===== src/pkg/i2cse_pkg.sv =====
package i2cse_pkg;
    // ----------------------------------------
    // clocking and timing
    // ----------------------------------------
    localparam int CLK_HZ              = 125_000_000;                  // mclk rate
    localparam int I2C_HZ              = 100_000;                      // scl rate
    localparam int QTR_CYCLES          = CLK_HZ / (4 * I2C_HZ);        // quarter bit
    localparam int USEC_CYCLES         = CLK_HZ / 1_000_000;           // one microsecond
    localparam int FREE_TIMEOUT_S      = 1;                            // bus free wait, s
    localparam int FREE_TIMEOUT_CYCLES = CLK_HZ * FREE_TIMEOUT_S;      // bus free wait
    localparam int BUS_IDLE_NS         = 4700;                         // idle time, ns
    localparam int BUS_IDLE_CYCLES     = (BUS_IDLE_NS * USEC_CYCLES + 999) / 1000;

    // ----------------------------------------
    // sizes
    // ----------------------------------------
    localparam int PORTS   = 2;                                        // bus ports
    localparam int CMD_AW  = 6;                                        // script words
    localparam int RES_AW  = 4;                                        // read results
    localparam int DATA_AW = 8;                                        // result bytes
    localparam int TMO_W   = 27;                                       // timeout counter

    // ----------------------------------------
    // port value after reset and nak flag values
    // ----------------------------------------
    localparam logic [7:0] PORT_RST  = 8'h00;                          // default port
    localparam logic       NAK_FINAL_TRUE  = 1'b1;                     // nak last byte
    localparam logic       NAK_FINAL_FALSE = 1'b0;                     // ack last byte

    // ----------------------------------------
    // command and status types
    // ----------------------------------------
    typedef enum logic [2:0] {
        CMD_ISSUE_START,
        CMD_ISSUE_STOP,
        CMD_READ_BYTES,
        CMD_WRITE_BYTES,
        CMD_MICRO_DELAY
    } i2cse_op_t;

    typedef enum logic [2:0] {
        ERR_NONE,
        ERR_TIMEOUT,
        ERR_NAK,
        ERR_BAD_COUNT,
        ERR_BAD_PORT,
        ERR_BAD_OP
    } i2cse_err_t;

    typedef struct packed {
        i2cse_op_t   op;                                               // command kind
        logic        nakFinalByteFlag;                                 // read: nak last
        logic [15:0] arg;                                              // count/us/byte
    } i2cse_cmd_t;

    typedef struct packed {
        logic       busy;                                              // script running
        logic       done;                                              // one-cycle end
        logic       error;                                             // last run failed
        i2cse_err_t code;                                              // failure cause
    } i2cse_status_t;

    localparam i2cse_status_t STATUS_RST = '{1'b0, 1'b0, 1'b0, ERR_NONE};
endpackage


===== src/design/i2cse_engine.sv =====
module i2cse_engine #(
    parameter int TIMEOUT_CYCLES = i2cse_pkg::FREE_TIMEOUT_CYCLES
) (
    // clock and reset
    input  wire logic                          mclk,
    input  wire logic                          sys_rst,
    // script loading
    input  wire logic                          cmdLoadValid,
    input  wire i2cse_pkg::i2cse_cmd_t         cmdLoadWord,
    input  wire logic                          cmdClearScript,
    output logic [i2cse_pkg::RES_AW-1:0]       readResultIndex,
    output logic                               scriptFull,
    // script run
    input  wire logic                          cmdExecuteScript,
    input  wire logic [7:0]                    busPortSelect,
    output i2cse_pkg::i2cse_status_t           status,
    // result readback
    input  wire logic [i2cse_pkg::RES_AW-1:0]  resultIndex,
    input  wire logic [15:0]                   resultByte,
    output logic [15:0]                        resultCount,
    output logic [7:0]                         resultData,
    // open-drain bus pins
    input  wire logic [i2cse_pkg::PORTS-1:0]   sclIn,
    input  wire logic [i2cse_pkg::PORTS-1:0]   sdaIn,
    output logic [i2cse_pkg::PORTS-1:0]        sclOut,
    output logic [i2cse_pkg::PORTS-1:0]        sclOe,
    output logic [i2cse_pkg::PORTS-1:0]        sdaOut,
    output logic [i2cse_pkg::PORTS-1:0]        sdaOe
);
    localparam int CW = i2cse_pkg::CMD_AW;
    localparam int RW = i2cse_pkg::RES_AW;
    localparam int DW = i2cse_pkg::DATA_AW;
    localparam int PN = i2cse_pkg::PORTS;
    localparam int TMO_LOCAL = i2cse_pkg::TMO_W;

    // ----------------------------------------
    // storage
    // ----------------------------------------
    i2cse_pkg::i2cse_cmd_t cmdMem [2**CW];                 // script words
    logic [7:0]            dataMem [2**DW];                // received bytes
    logic [DW-1:0]         resBase [2**RW];                // first byte per read
    logic [15:0]           resLen [2**RW];                 // byte count per read

    // enable mask for the running port
    function automatic logic [PN-1:0] portMask(input logic [7:0] sel, input logic drv);
        portMask = '0;
        for (int i = 0; i < PN; i++) begin
            if (sel == 8'(i)) begin
                portMask[i] = drv;
            end
        end
    endfunction

    // ack bit for a read byte: low acks, high naks
    function automatic logic readAckBit(input logic [15:0] left, input logic nak);
        readAckBit = (left == 16'h0001) && (nak == i2cse_pkg::NAK_FINAL_TRUE);
    endfunction

    // ----------------------------------------
    // pin synchronisers
    // ----------------------------------------
    logic [PN-1:0] sclS1_reg;                              // first stage
    logic [PN-1:0] sclS2_reg;                              // second stage
    logic [PN-1:0] sdaS1_reg;                              // first stage
    logic [PN-1:0] sdaS2_reg;                              // second stage

    // two flops per pin
    always_ff @(posedge mclk) begin
        sclS1_reg <= sclIn;
        sclS2_reg <= sclS1_reg;
        sdaS1_reg <= sdaIn;
        sdaS2_reg <= sdaS1_reg;
    end

    // ----------------------------------------
    // engine state
    // ----------------------------------------
    typedef enum logic [3:0] {
        ST_IDLE, ST_FETCH, ST_WAITFREE, ST_START, ST_XFER, ST_STOP, ST_DELAY, ST_FINISH
    } i2cse_state_t;

    i2cse_state_t             state_reg, state_next;      // sequencer
    i2cse_pkg::i2cse_cmd_t    cur_reg, cur_next;          // command in flight
    logic [CW-1:0]            pc_reg, pc_next;            // next script word
    logic [CW:0]              loadPtr_reg, loadPtr_next;  // words loaded
    logic [RW-1:0]            loadReads_reg, loadReads_next;
    logic [RW-1:0]            readNum_reg, readNum_next;  // reads executed
    logic [DW-1:0]            dataPtr_reg, dataPtr_next;  // next result byte
    logic [7:0]               sel_reg, sel_next;          // running port
    logic [15:0]              remain_reg, remain_next;    // bytes or us left
    logic [1:0]               phase_reg, phase_next;      // quarter of a bit
    logic [3:0]               bitCnt_reg, bitCnt_next;    // bit of a byte
    logic [8:0]               shift_reg, shift_next;      // out and in bits
    logic [TMO_LOCAL-1:0]     tmo_reg, tmo_next;          // bus-free wait
    logic [15:0]              idle_reg, idle_next;        // bus idle time
    logic [8:0]               qDiv_reg, qDiv_next;        // quarter divider
    logic [7:0]               uDiv_reg, uDiv_next;        // microsecond divider
    logic                     owned_reg, owned_next;      // we hold the bus
    logic                     sclDrv_reg, sclDrv_next;    // pull scl low
    logic                     sdaDrv_reg, sdaDrv_next;    // pull sda low
    i2cse_pkg::i2cse_status_t status_reg, status_next;
    logic                     cmdWe, dataWe, resWe;       // memory writes
    logic                     qTick, uTick, sclS, sdaS;

    assign qTick = (qDiv_reg == 9'(i2cse_pkg::QTR_CYCLES - 1));
    assign uTick = (uDiv_reg == 8'(i2cse_pkg::USEC_CYCLES - 1));
    assign sclS  = sclS2_reg[sel_reg[0]];
    assign sdaS  = sdaS2_reg[sel_reg[0]];

    // next-state logic for the sequencer
    always_comb begin
        state_next = state_reg;  cur_next = cur_reg;  pc_next = pc_reg;
        loadPtr_next = loadPtr_reg;  loadReads_next = loadReads_reg;
        readNum_next = readNum_reg;  dataPtr_next = dataPtr_reg;  sel_next = sel_reg;
        remain_next = remain_reg;  phase_next = phase_reg;  bitCnt_next = bitCnt_reg;
        shift_next = shift_reg;  owned_next = owned_reg;
        sclDrv_next = sclDrv_reg;  sdaDrv_next = sdaDrv_reg;
        status_next = status_reg;  status_next.done = 1'b0;
        tmo_next = tmo_reg + 1'b1;
        qDiv_next = qTick ? '0 : qDiv_reg + 1'b1;
        uDiv_next = uTick ? '0 : uDiv_reg + 1'b1;
        idle_next = '0;                                    // any low line restarts
        if (sclS && sdaS && !owned_reg) begin
            // saturate once free, only while both lines stay high
            idle_next = (idle_reg == 16'(i2cse_pkg::BUS_IDLE_CYCLES)) ? idle_reg
                                                                      : idle_reg + 16'h0001;
        end
        cmdWe = 1'b0;  dataWe = 1'b0;  resWe = 1'b0;
        case (state_reg)
            ST_IDLE: begin
                if (cmdClearScript) begin
                    loadPtr_next = '0;  loadReads_next = '0;  readNum_next = '0;
                end else if (cmdExecuteScript) begin
                    sel_next = busPortSelect;  pc_next = '0;  readNum_next = '0;
                    dataPtr_next = '0;  status_next = i2cse_pkg::STATUS_RST;
                    status_next.busy = 1'b1;  state_next = ST_FETCH;
                    if (busPortSelect >= 8'(PN)) begin
                        status_next.code = i2cse_pkg::ERR_BAD_PORT;  state_next = ST_FINISH;
                    end
                end else if (cmdLoadValid && !loadPtr_reg[CW]) begin
                    cmdWe = 1'b1;  loadPtr_next = loadPtr_reg + 1'b1;
                    if (cmdLoadWord.op == i2cse_pkg::CMD_READ_BYTES) begin
                        loadReads_next = loadReads_reg + 1'b1;
                    end
                end
            end
            ST_FETCH: begin
                // one command at a time, in order
                cur_next = cmdMem[pc_reg];  pc_next = pc_reg + 1'b1;
                remain_next = cmdMem[pc_reg].arg;  phase_next = '0;  bitCnt_next = '0;
                tmo_next = '0;                             // clear per start
                if ({1'b0, pc_reg} == loadPtr_reg) begin
                    state_next = ST_FINISH;
                end else begin
                    case (cmdMem[pc_reg].op)
                        i2cse_pkg::CMD_ISSUE_START: state_next = ST_WAITFREE;
                        i2cse_pkg::CMD_ISSUE_STOP:  state_next = ST_STOP;
                        i2cse_pkg::CMD_MICRO_DELAY: state_next = ST_DELAY;
                        i2cse_pkg::CMD_READ_BYTES: begin
                            shift_next = {8'hff, readAckBit(cmdMem[pc_reg].arg,
                                                            cmdMem[pc_reg].nakFinalByteFlag)};
                            state_next = ST_XFER;
                            resWe = (cmdMem[pc_reg].arg != 16'h0000);
                        end
                        i2cse_pkg::CMD_WRITE_BYTES: begin
                            shift_next = {cmdMem[pc_next].arg[7:0], 1'b1};
                            pc_next = pc_reg + 6'(2);
                            state_next = ST_XFER;
                        end
                        default: begin
                            status_next.code = i2cse_pkg::ERR_BAD_OP;  state_next = ST_FINISH;
                        end
                    endcase
                    if ((cmdMem[pc_reg].op == i2cse_pkg::CMD_READ_BYTES ||
                         cmdMem[pc_reg].op == i2cse_pkg::CMD_WRITE_BYTES) &&
                        cmdMem[pc_reg].arg == 16'h0000) begin
                        status_next.code = i2cse_pkg::ERR_BAD_COUNT;  state_next = ST_FINISH;
                    end
                end
            end
            ST_WAITFREE: begin
                if (owned_reg || idle_reg == 16'(i2cse_pkg::BUS_IDLE_CYCLES)) begin
                    state_next = ST_START;                 // bus free, or already ours for a restart
                end else if (tmo_reg == TMO_LOCAL'(TIMEOUT_CYCLES - 1)) begin
                    status_next.code = i2cse_pkg::ERR_TIMEOUT;  state_next = ST_FINISH;
                end
            end
            ST_START: begin
                if (qTick) begin
                    phase_next = phase_reg + 1'b1;
                    case (phase_reg)
                        2'd0: sdaDrv_next = 1'b0;
                        2'd1: sclDrv_next = 1'b0;
                        2'd2: sdaDrv_next = 1'b1;
                        default: begin
                            sclDrv_next = 1'b1;  owned_next = 1'b1;  state_next = ST_FETCH;
                        end
                    endcase
                end
            end
            ST_XFER: begin
                if (qTick) begin
                    phase_next = phase_reg + 1'b1;
                    case (phase_reg)
                        2'd0: sdaDrv_next = !shift_reg[8];
                        2'd1: sclDrv_next = 1'b0;
                        2'd2: begin
                            if (sclS) begin                // wait out clock stretching
                                shift_next = {shift_reg[7:0], sdaS};
                            end else begin
                                phase_next = phase_reg;
                            end
                        end
                        default: begin
                            sclDrv_next = 1'b1;  bitCnt_next = bitCnt_reg + 1'b1;
                            if (bitCnt_reg == 4'd8) begin
                                bitCnt_next = '0;  remain_next = remain_reg - 1'b1;
                                sdaDrv_next = 1'b0;
                                if (cur_reg.op == i2cse_pkg::CMD_WRITE_BYTES) begin
                                    shift_next = {cmdMem[pc_reg].arg[7:0], 1'b1};
                                    pc_next = pc_reg + 1'b1;
                                    if (shift_reg[0]) begin
                                        status_next.code = i2cse_pkg::ERR_NAK;
                                        state_next = ST_FINISH;
                                    end else if (remain_reg == 16'h0001) begin
                                        pc_next = pc_reg;  state_next = ST_FETCH;
                                    end
                                end else begin
                                    // keep byte for its read index
                                    dataWe = 1'b1;  dataPtr_next = dataPtr_reg + 1'b1;
                                    shift_next = {8'hff, readAckBit(remain_next,
                                                                    cur_reg.nakFinalByteFlag)};
                                    if (remain_reg == 16'h0001) begin
                                        readNum_next = readNum_reg + 1'b1;
                                        state_next = ST_FETCH;
                                    end
                                end
                            end
                        end
                    endcase
                end
            end
            ST_STOP: begin
                if (qTick) begin
                    phase_next = phase_reg + 1'b1;
                    case (phase_reg)
                        2'd0: sdaDrv_next = 1'b1;
                        2'd1: sclDrv_next = 1'b0;
                        2'd2: sdaDrv_next = 1'b0;
                        default: begin
                            owned_next = 1'b0;  state_next = ST_FETCH;
                        end
                    endcase
                end
            end
            ST_DELAY: begin
                if (remain_reg == 16'h0000) begin
                    state_next = ST_FETCH;
                end else if (uTick) begin
                    remain_next = remain_reg - 1'b1;
                end
            end
            ST_FINISH: begin
                // error ends run and frees bus
                status_next.busy = 1'b0;  status_next.done = 1'b1;
                status_next.error = (status_reg.code != i2cse_pkg::ERR_NONE);
                if (status_reg.code != i2cse_pkg::ERR_NONE) begin
                    sclDrv_next = 1'b0;  sdaDrv_next = 1'b0;  owned_next = 1'b0;
                end
                state_next = ST_IDLE;
            end
            default: state_next = ST_IDLE;
        endcase
    end

    // register the sequencer
    always_ff @(posedge mclk) begin
        if (sys_rst) begin
            state_reg <= ST_IDLE;  cur_reg <= '0;  pc_reg <= '0;  loadPtr_reg <= '0;
            loadReads_reg <= '0;  readNum_reg <= '0;  dataPtr_reg <= '0;
            sel_reg <= i2cse_pkg::PORT_RST;  remain_reg <= '0;  phase_reg <= '0;
            bitCnt_reg <= '0;  shift_reg <= '0;  tmo_reg <= '0;  idle_reg <= '0;
            qDiv_reg <= '0;  uDiv_reg <= '0;  owned_reg <= 1'b0;
            sclDrv_reg <= 1'b0;  sdaDrv_reg <= 1'b0;  status_reg <= i2cse_pkg::STATUS_RST;
        end else begin
            state_reg <= state_next;  cur_reg <= cur_next;  pc_reg <= pc_next;
            loadPtr_reg <= loadPtr_next;  loadReads_reg <= loadReads_next;
            readNum_reg <= readNum_next;  dataPtr_reg <= dataPtr_next;  sel_reg <= sel_next;
            remain_reg <= remain_next;  phase_reg <= phase_next;  bitCnt_reg <= bitCnt_next;
            shift_reg <= shift_next;  tmo_reg <= tmo_next;  idle_reg <= idle_next;
            qDiv_reg <= qDiv_next;  uDiv_reg <= uDiv_next;  owned_reg <= owned_next;
            sclDrv_reg <= sclDrv_next;  sdaDrv_reg <= sdaDrv_next;  status_reg <= status_next;
        end
    end

    // memory writes
    always_ff @(posedge mclk) begin
        if (cmdWe) begin
            cmdMem[loadPtr_reg[CW-1:0]] <= cmdLoadWord;
        end
        if (dataWe) begin
            dataMem[dataPtr_reg] <= shift_reg[8:1];
        end
        if (resWe) begin
            resBase[readNum_reg] <= dataPtr_reg;
            resLen[readNum_reg] <= cmdMem[pc_reg].arg;
        end
    end

    // ----------------------------------------
    // registered outputs
    // ----------------------------------------
    always_ff @(posedge mclk) begin
        if (sys_rst) begin
            sclOe <= '0;  sdaOe <= '0;  sclOut <= '0;  sdaOut <= '0;
            readResultIndex <= '0;  scriptFull <= 1'b0;  resultCount <= '0;
            resultData <= '0;
        end else begin
            sclOe <= portMask(sel_next, sclDrv_next);
            sdaOe <= portMask(sel_next, sdaDrv_next);
            sclOut <= '0;                                  // open drain: low only
            sdaOut <= '0;
            readResultIndex <= loadReads_next - 1'b1;      // index of last read loaded
            scriptFull <= loadPtr_next[CW];
            // readback; cleared results read as empty
            resultCount <= (resultIndex < readNum_reg) ? resLen[resultIndex] : 16'h0000;
            resultData <= dataMem[DW'(resBase[resultIndex] + resultByte[DW-1:0])];
        end
    end

    assign status = status_reg;
endmodule


===== config.mk =====
export PLATFORM = sky130hd
export DESIGN_NAME = i2cse_engine
export DESIGN_NICKNAME = d
export VERILOG_FILES = /design/src/pkg/i2cse_pkg.sv /design/src/design/i2cse_engine.sv
export SDC_FILE = /design/constraint.sdc
export NUM_CORES = 2
export LEC_CHECK = 0
export BUFFER_PORTS_ARGS = -buffer_cell sky130_fd_sc_hd__buf_2
export CORE_MARGIN = 1.5
export CORE_UTILIZATION = 37
export DETAILED_ROUTE_END_ITERATION = 12
export PLACE_DENSITY_LB_ADDON = 0.1
export SLEW_MARGIN = 10
export SYNTH_ARGS = -nofsm -noshare
export SYNTH_HDL_FRONTEND = slang
export SYNTH_SLANG_ARGS = --single-unit

===== constraint.sdc =====
create_clock -name mclk -period 14.2 [get_ports mclk]
set_input_delay 0 -clock mclk [delete_from_list [all_inputs] [get_ports mclk]]
set_output_delay 0 -clock mclk [all_outputs]
set_load 0.005 [all_outputs]

==> flow_summary.toml <==
[run_status]
outcome = "finished clean"

[route]
drt-wirelength-per-cell_um = 32.55
detailedRoute.firstIterationViolations = 8208
drtAntennaViolNets = 0
detail_route.first_pass.iterations = 5
post-route-drc-count = 0
detail_route.vias_per_cell = 5.615
wirelength_um = 449000
routed-via-count = 77450

[timing]
fmaxAchievable_mhz = 132.2
fin_skew_ns = 0.07338
final_period_minus_worst_setup_slack_ns = 7.566
hold_violations = 0
finalMaxSlewViolations = 0
rsz0062_at_grt = "false"
timing.slew.headroom = 0.1403
setup_viol = 0
tns_ns = 0
timing_worst_slew_pin_value_ns = 1.290
final.period_utilization = 0.5328

[synth]
yosys.cell_types.count = 93
synth.ff_latch_count = 3903
syn-instance-count = 7431
syn-mean-instance-area_um2 = 21.00
synth_sequential_area_ratio = 0.7387
synth_area_um2 = 156100
yosys_most_used_dff = "sky130_fd_sc_hd__edfxtp_1"
postSynth.asyncResetShare = 0
synth_enable_flop_cells = 3712
yosysWarnings = 0

[power]
p_leak_nw = 54.94
p_per_area_nw_per_um2 = 144.7
vdd.ir_drop.worst_mv = 0.1143
total_power_w = 0.02578

[die]
placeableCoreArea_um2 = 420200
die_width_um = 652.5
fp-row-count = 238
design.portCount = 100
floorplan.initialDensity = 0.3714
die_y_um = 652.5
die_area_um2 = 425700

[cts]
cts_inserted_buffers = 421
post-cts-setup-buffers = 0
cts.sink_count = 3903
clock_insertion_delay_at_the_later_pin_of_the_skew_report_ns = 0.99
cts.path.max_buffers = 4
cts.root.buffer_cell = "sky130_fd_sc_hd__clkbuf_16"
clkSlewWorstSetupHoldPaths_ns = 0.06
clock_tree.htree_level_count = 5
tritoncts_clock_tree = "done"

[placement]
portBuffers = 87
dpl.hpwl_um = 262900
dp_cells = 12950
place_congestion = 0.8050

[worst_setup_path]
max_stage_delay_ns = 1.41
reg2reg_depth = 13
required_ns = 14.99
setup.worst_path.start = "resBase[15][0]"
worstPathBufferInverterCount = 3
setup.worst_path.end = "resultData[1]"
critPathCaptureType = "flop"
worst-endpoint-arrival_ns = 8.35
timing.critical_path.max_delay_family = "multiplexers"
reg2reg_to = "resultData[1]"
timing.critical_path.cells = "mux4_2 -> mux4_2 -> ha_4 -> fa_4 -> buf_4 -> buf_4 -> buf_4 -> mux4_2 -> mux4_2 -> mux2i_1 -> a21oi_1 -> mux2i_1 -> a211oi_1"
critical-path-top-cell-by-count = "sky130_fd_sc_hd__mux4_2"
crit_fanout = 49
critPathKind = "reg -> reg"
crit-reg2reg-launch = "resBase[15][0]"
crit_path_top_delay_cell = "sky130_fd_sc_hd__fa_4"
path_depth = 13
startpoint_type = "flop"
setup.reg_to_reg.worst_slack_ns = 6.63

[cells_and_area]
mostFrequentLayoutCell = "sky130_fd_sc_hd__edfxtp_1"
filler_cell_count = 36350
largest_register_ff_count = 2048
regMostFlops = "dataMem"
num-nets-final = 7900
number_of_standard_cells_in_the_layout_taps_in_and_fillers_out = 13800
area_growth_pct = 14.16
drive_above_1_share = 0.2825
most-common-layout-cells = "sky130_fd_sc_hd__edfxtp_1, sky130_fd_sc_hd__mux4_2, sky130_fd_sc_hd__nor2_1, sky130_fd_sc_hd__clkbuf_16, sky130_fd_sc_hd__buf_4"

[grt]
antenna_violations_before_repair = 37
pin_count_of_the_biggest_net_entering_global_routing = 122
globalRoute.totalOverflow = 0
global_route.usage.total = 0.2085
grt_pass1_wl_um = 626700
grt_pass1_vias = 79150

[min_path]
hp-class = "in -> reg"
holdPathStages = 4
min_from = "resultIndex[2]"

[flow_run]
timing.max_cap.violations = 0
-- synthesized netlist by cell type, types with 59 or more instances --
library cell / instances / area share
sky130_fd_sc_hd__edfxtp_1: 3712 / 0.71
sky130_fd_sc_hd__mux4_2: 1219 / 0.18
sky130_fd_sc_hd__nor2_1: 535 / 0.013
sky130_fd_sc_hd__clkbuf_1: 243 / 0.0058
sky130_fd_sc_hd__nand2_1: 211 / 0.0051
sky130_fd_sc_hd__dfxtp_1: 191 / 0.024
sky130_fd_sc_hd__mux2i_1: 100 / 0.0064
sky130_fd_sc_hd__a21oi_1: 96 / 0.0031
sky130_fd_sc_hd__nand3_1: 93 / 0.0030
sky130_fd_sc_hd__buf_1: 91 / 0.0022
sky130_fd_sc_hd__a211oi_1: 68 / 0.0033
sky130_fd_sc_hd__buf_2: 63 / 0.0020
sky130_fd_sc_hd__o21ai_0: 59 / 0.0019
-- stage by stage --
step	hold slack, ns	setup slack [ns]	instance area [um2]	utilization
after floorplan	0.02772	8.019	156100	-
after global placement	0.1038	6.039	164100	0.3905
after detailed placement	0.1036	6.048	164100	0.3906
after CTS	0.03988	6.546	178200	0.4240
after global routing	0.1002	6.477	178200	0.4240
final	0.09778	6.634	178200	0.4240
-- how the worst min path moves through the flow --
stage	slack, ns	endpoint
2_1_floorplan	0.03	sclS1_reg[0]
3_3_place_gp	0.10	sclS1_reg[0]
3_5_place_dp	0.10	sclS1_reg[1]
4_1_cts	0.04	resultCount[6]
5_1_grt	0.10	resultCount[7]
6_report	0.1	resultCount[6]
-- cell type report --
class                      count  area (um2)  area share
antenna                        5       12.51  0.00007023
clock buffer                 517       11130     0.06245
clock inverter               253        2237     0.01256
inverter                      48       180.2    0.001011
multi-input combinational   3040       39130      0.2196
sequential                  3903      115300      0.6474
tap                         5640        7057     0.03961
timing repair buffer         389        3082     0.01730
-- per-layer routing --
metal / global-route usage / up-vias / part of all wire
met5: 0 / - / 0.00020
met4: 0.04271 / 14 / 0.021
met3: 0.04457 / 528 / 0.071
met2: 0.3262 / 2582 / 0.46
met1: 0.3019 / 42460 / 0.44
li1: - / 31870 / -
-- kinds of logic (layout without fill, tap and decap cells) --
kind of cell	Yosys count	after routing	synth area share
flops	3903	3903	0.7387
compound gates	431	431	0.01864
buf+inv	492	1207	0.01427
fa+ha+maj	40	40	0.003255
simple gates	1121	1121	0.03270
xor+xnor	86	86	0.004826
other cells	1	10	0.00002403
mux	1357	1357	0.1876
-- report_power, final --
group | internal, W | switching [W] | leakage [nW] | total (W)
Clock | 0.00611 | 0.00459 | 6.51 | 0.0107
Sequential | 0.0125 | 0.0000375 | 35.5 | 0.0126
Combinational | 0.00104 | 0.00148 | 13.0 | 0.00252
-- worst min-delay path: cells and delay by family --
kind / cells / cell delay, ns
simple gates: 1 / 0.15
mux: 2 / 0.53
buf+inv: 1 / 0.34
-- repair_timing --
item,4_1_cts,5_1_grt
hold buffers,69,0
resized for setup,0,0
hold endpoints to repair,1352,0
No activity file was read; power rests on OpenSTA's default activity.
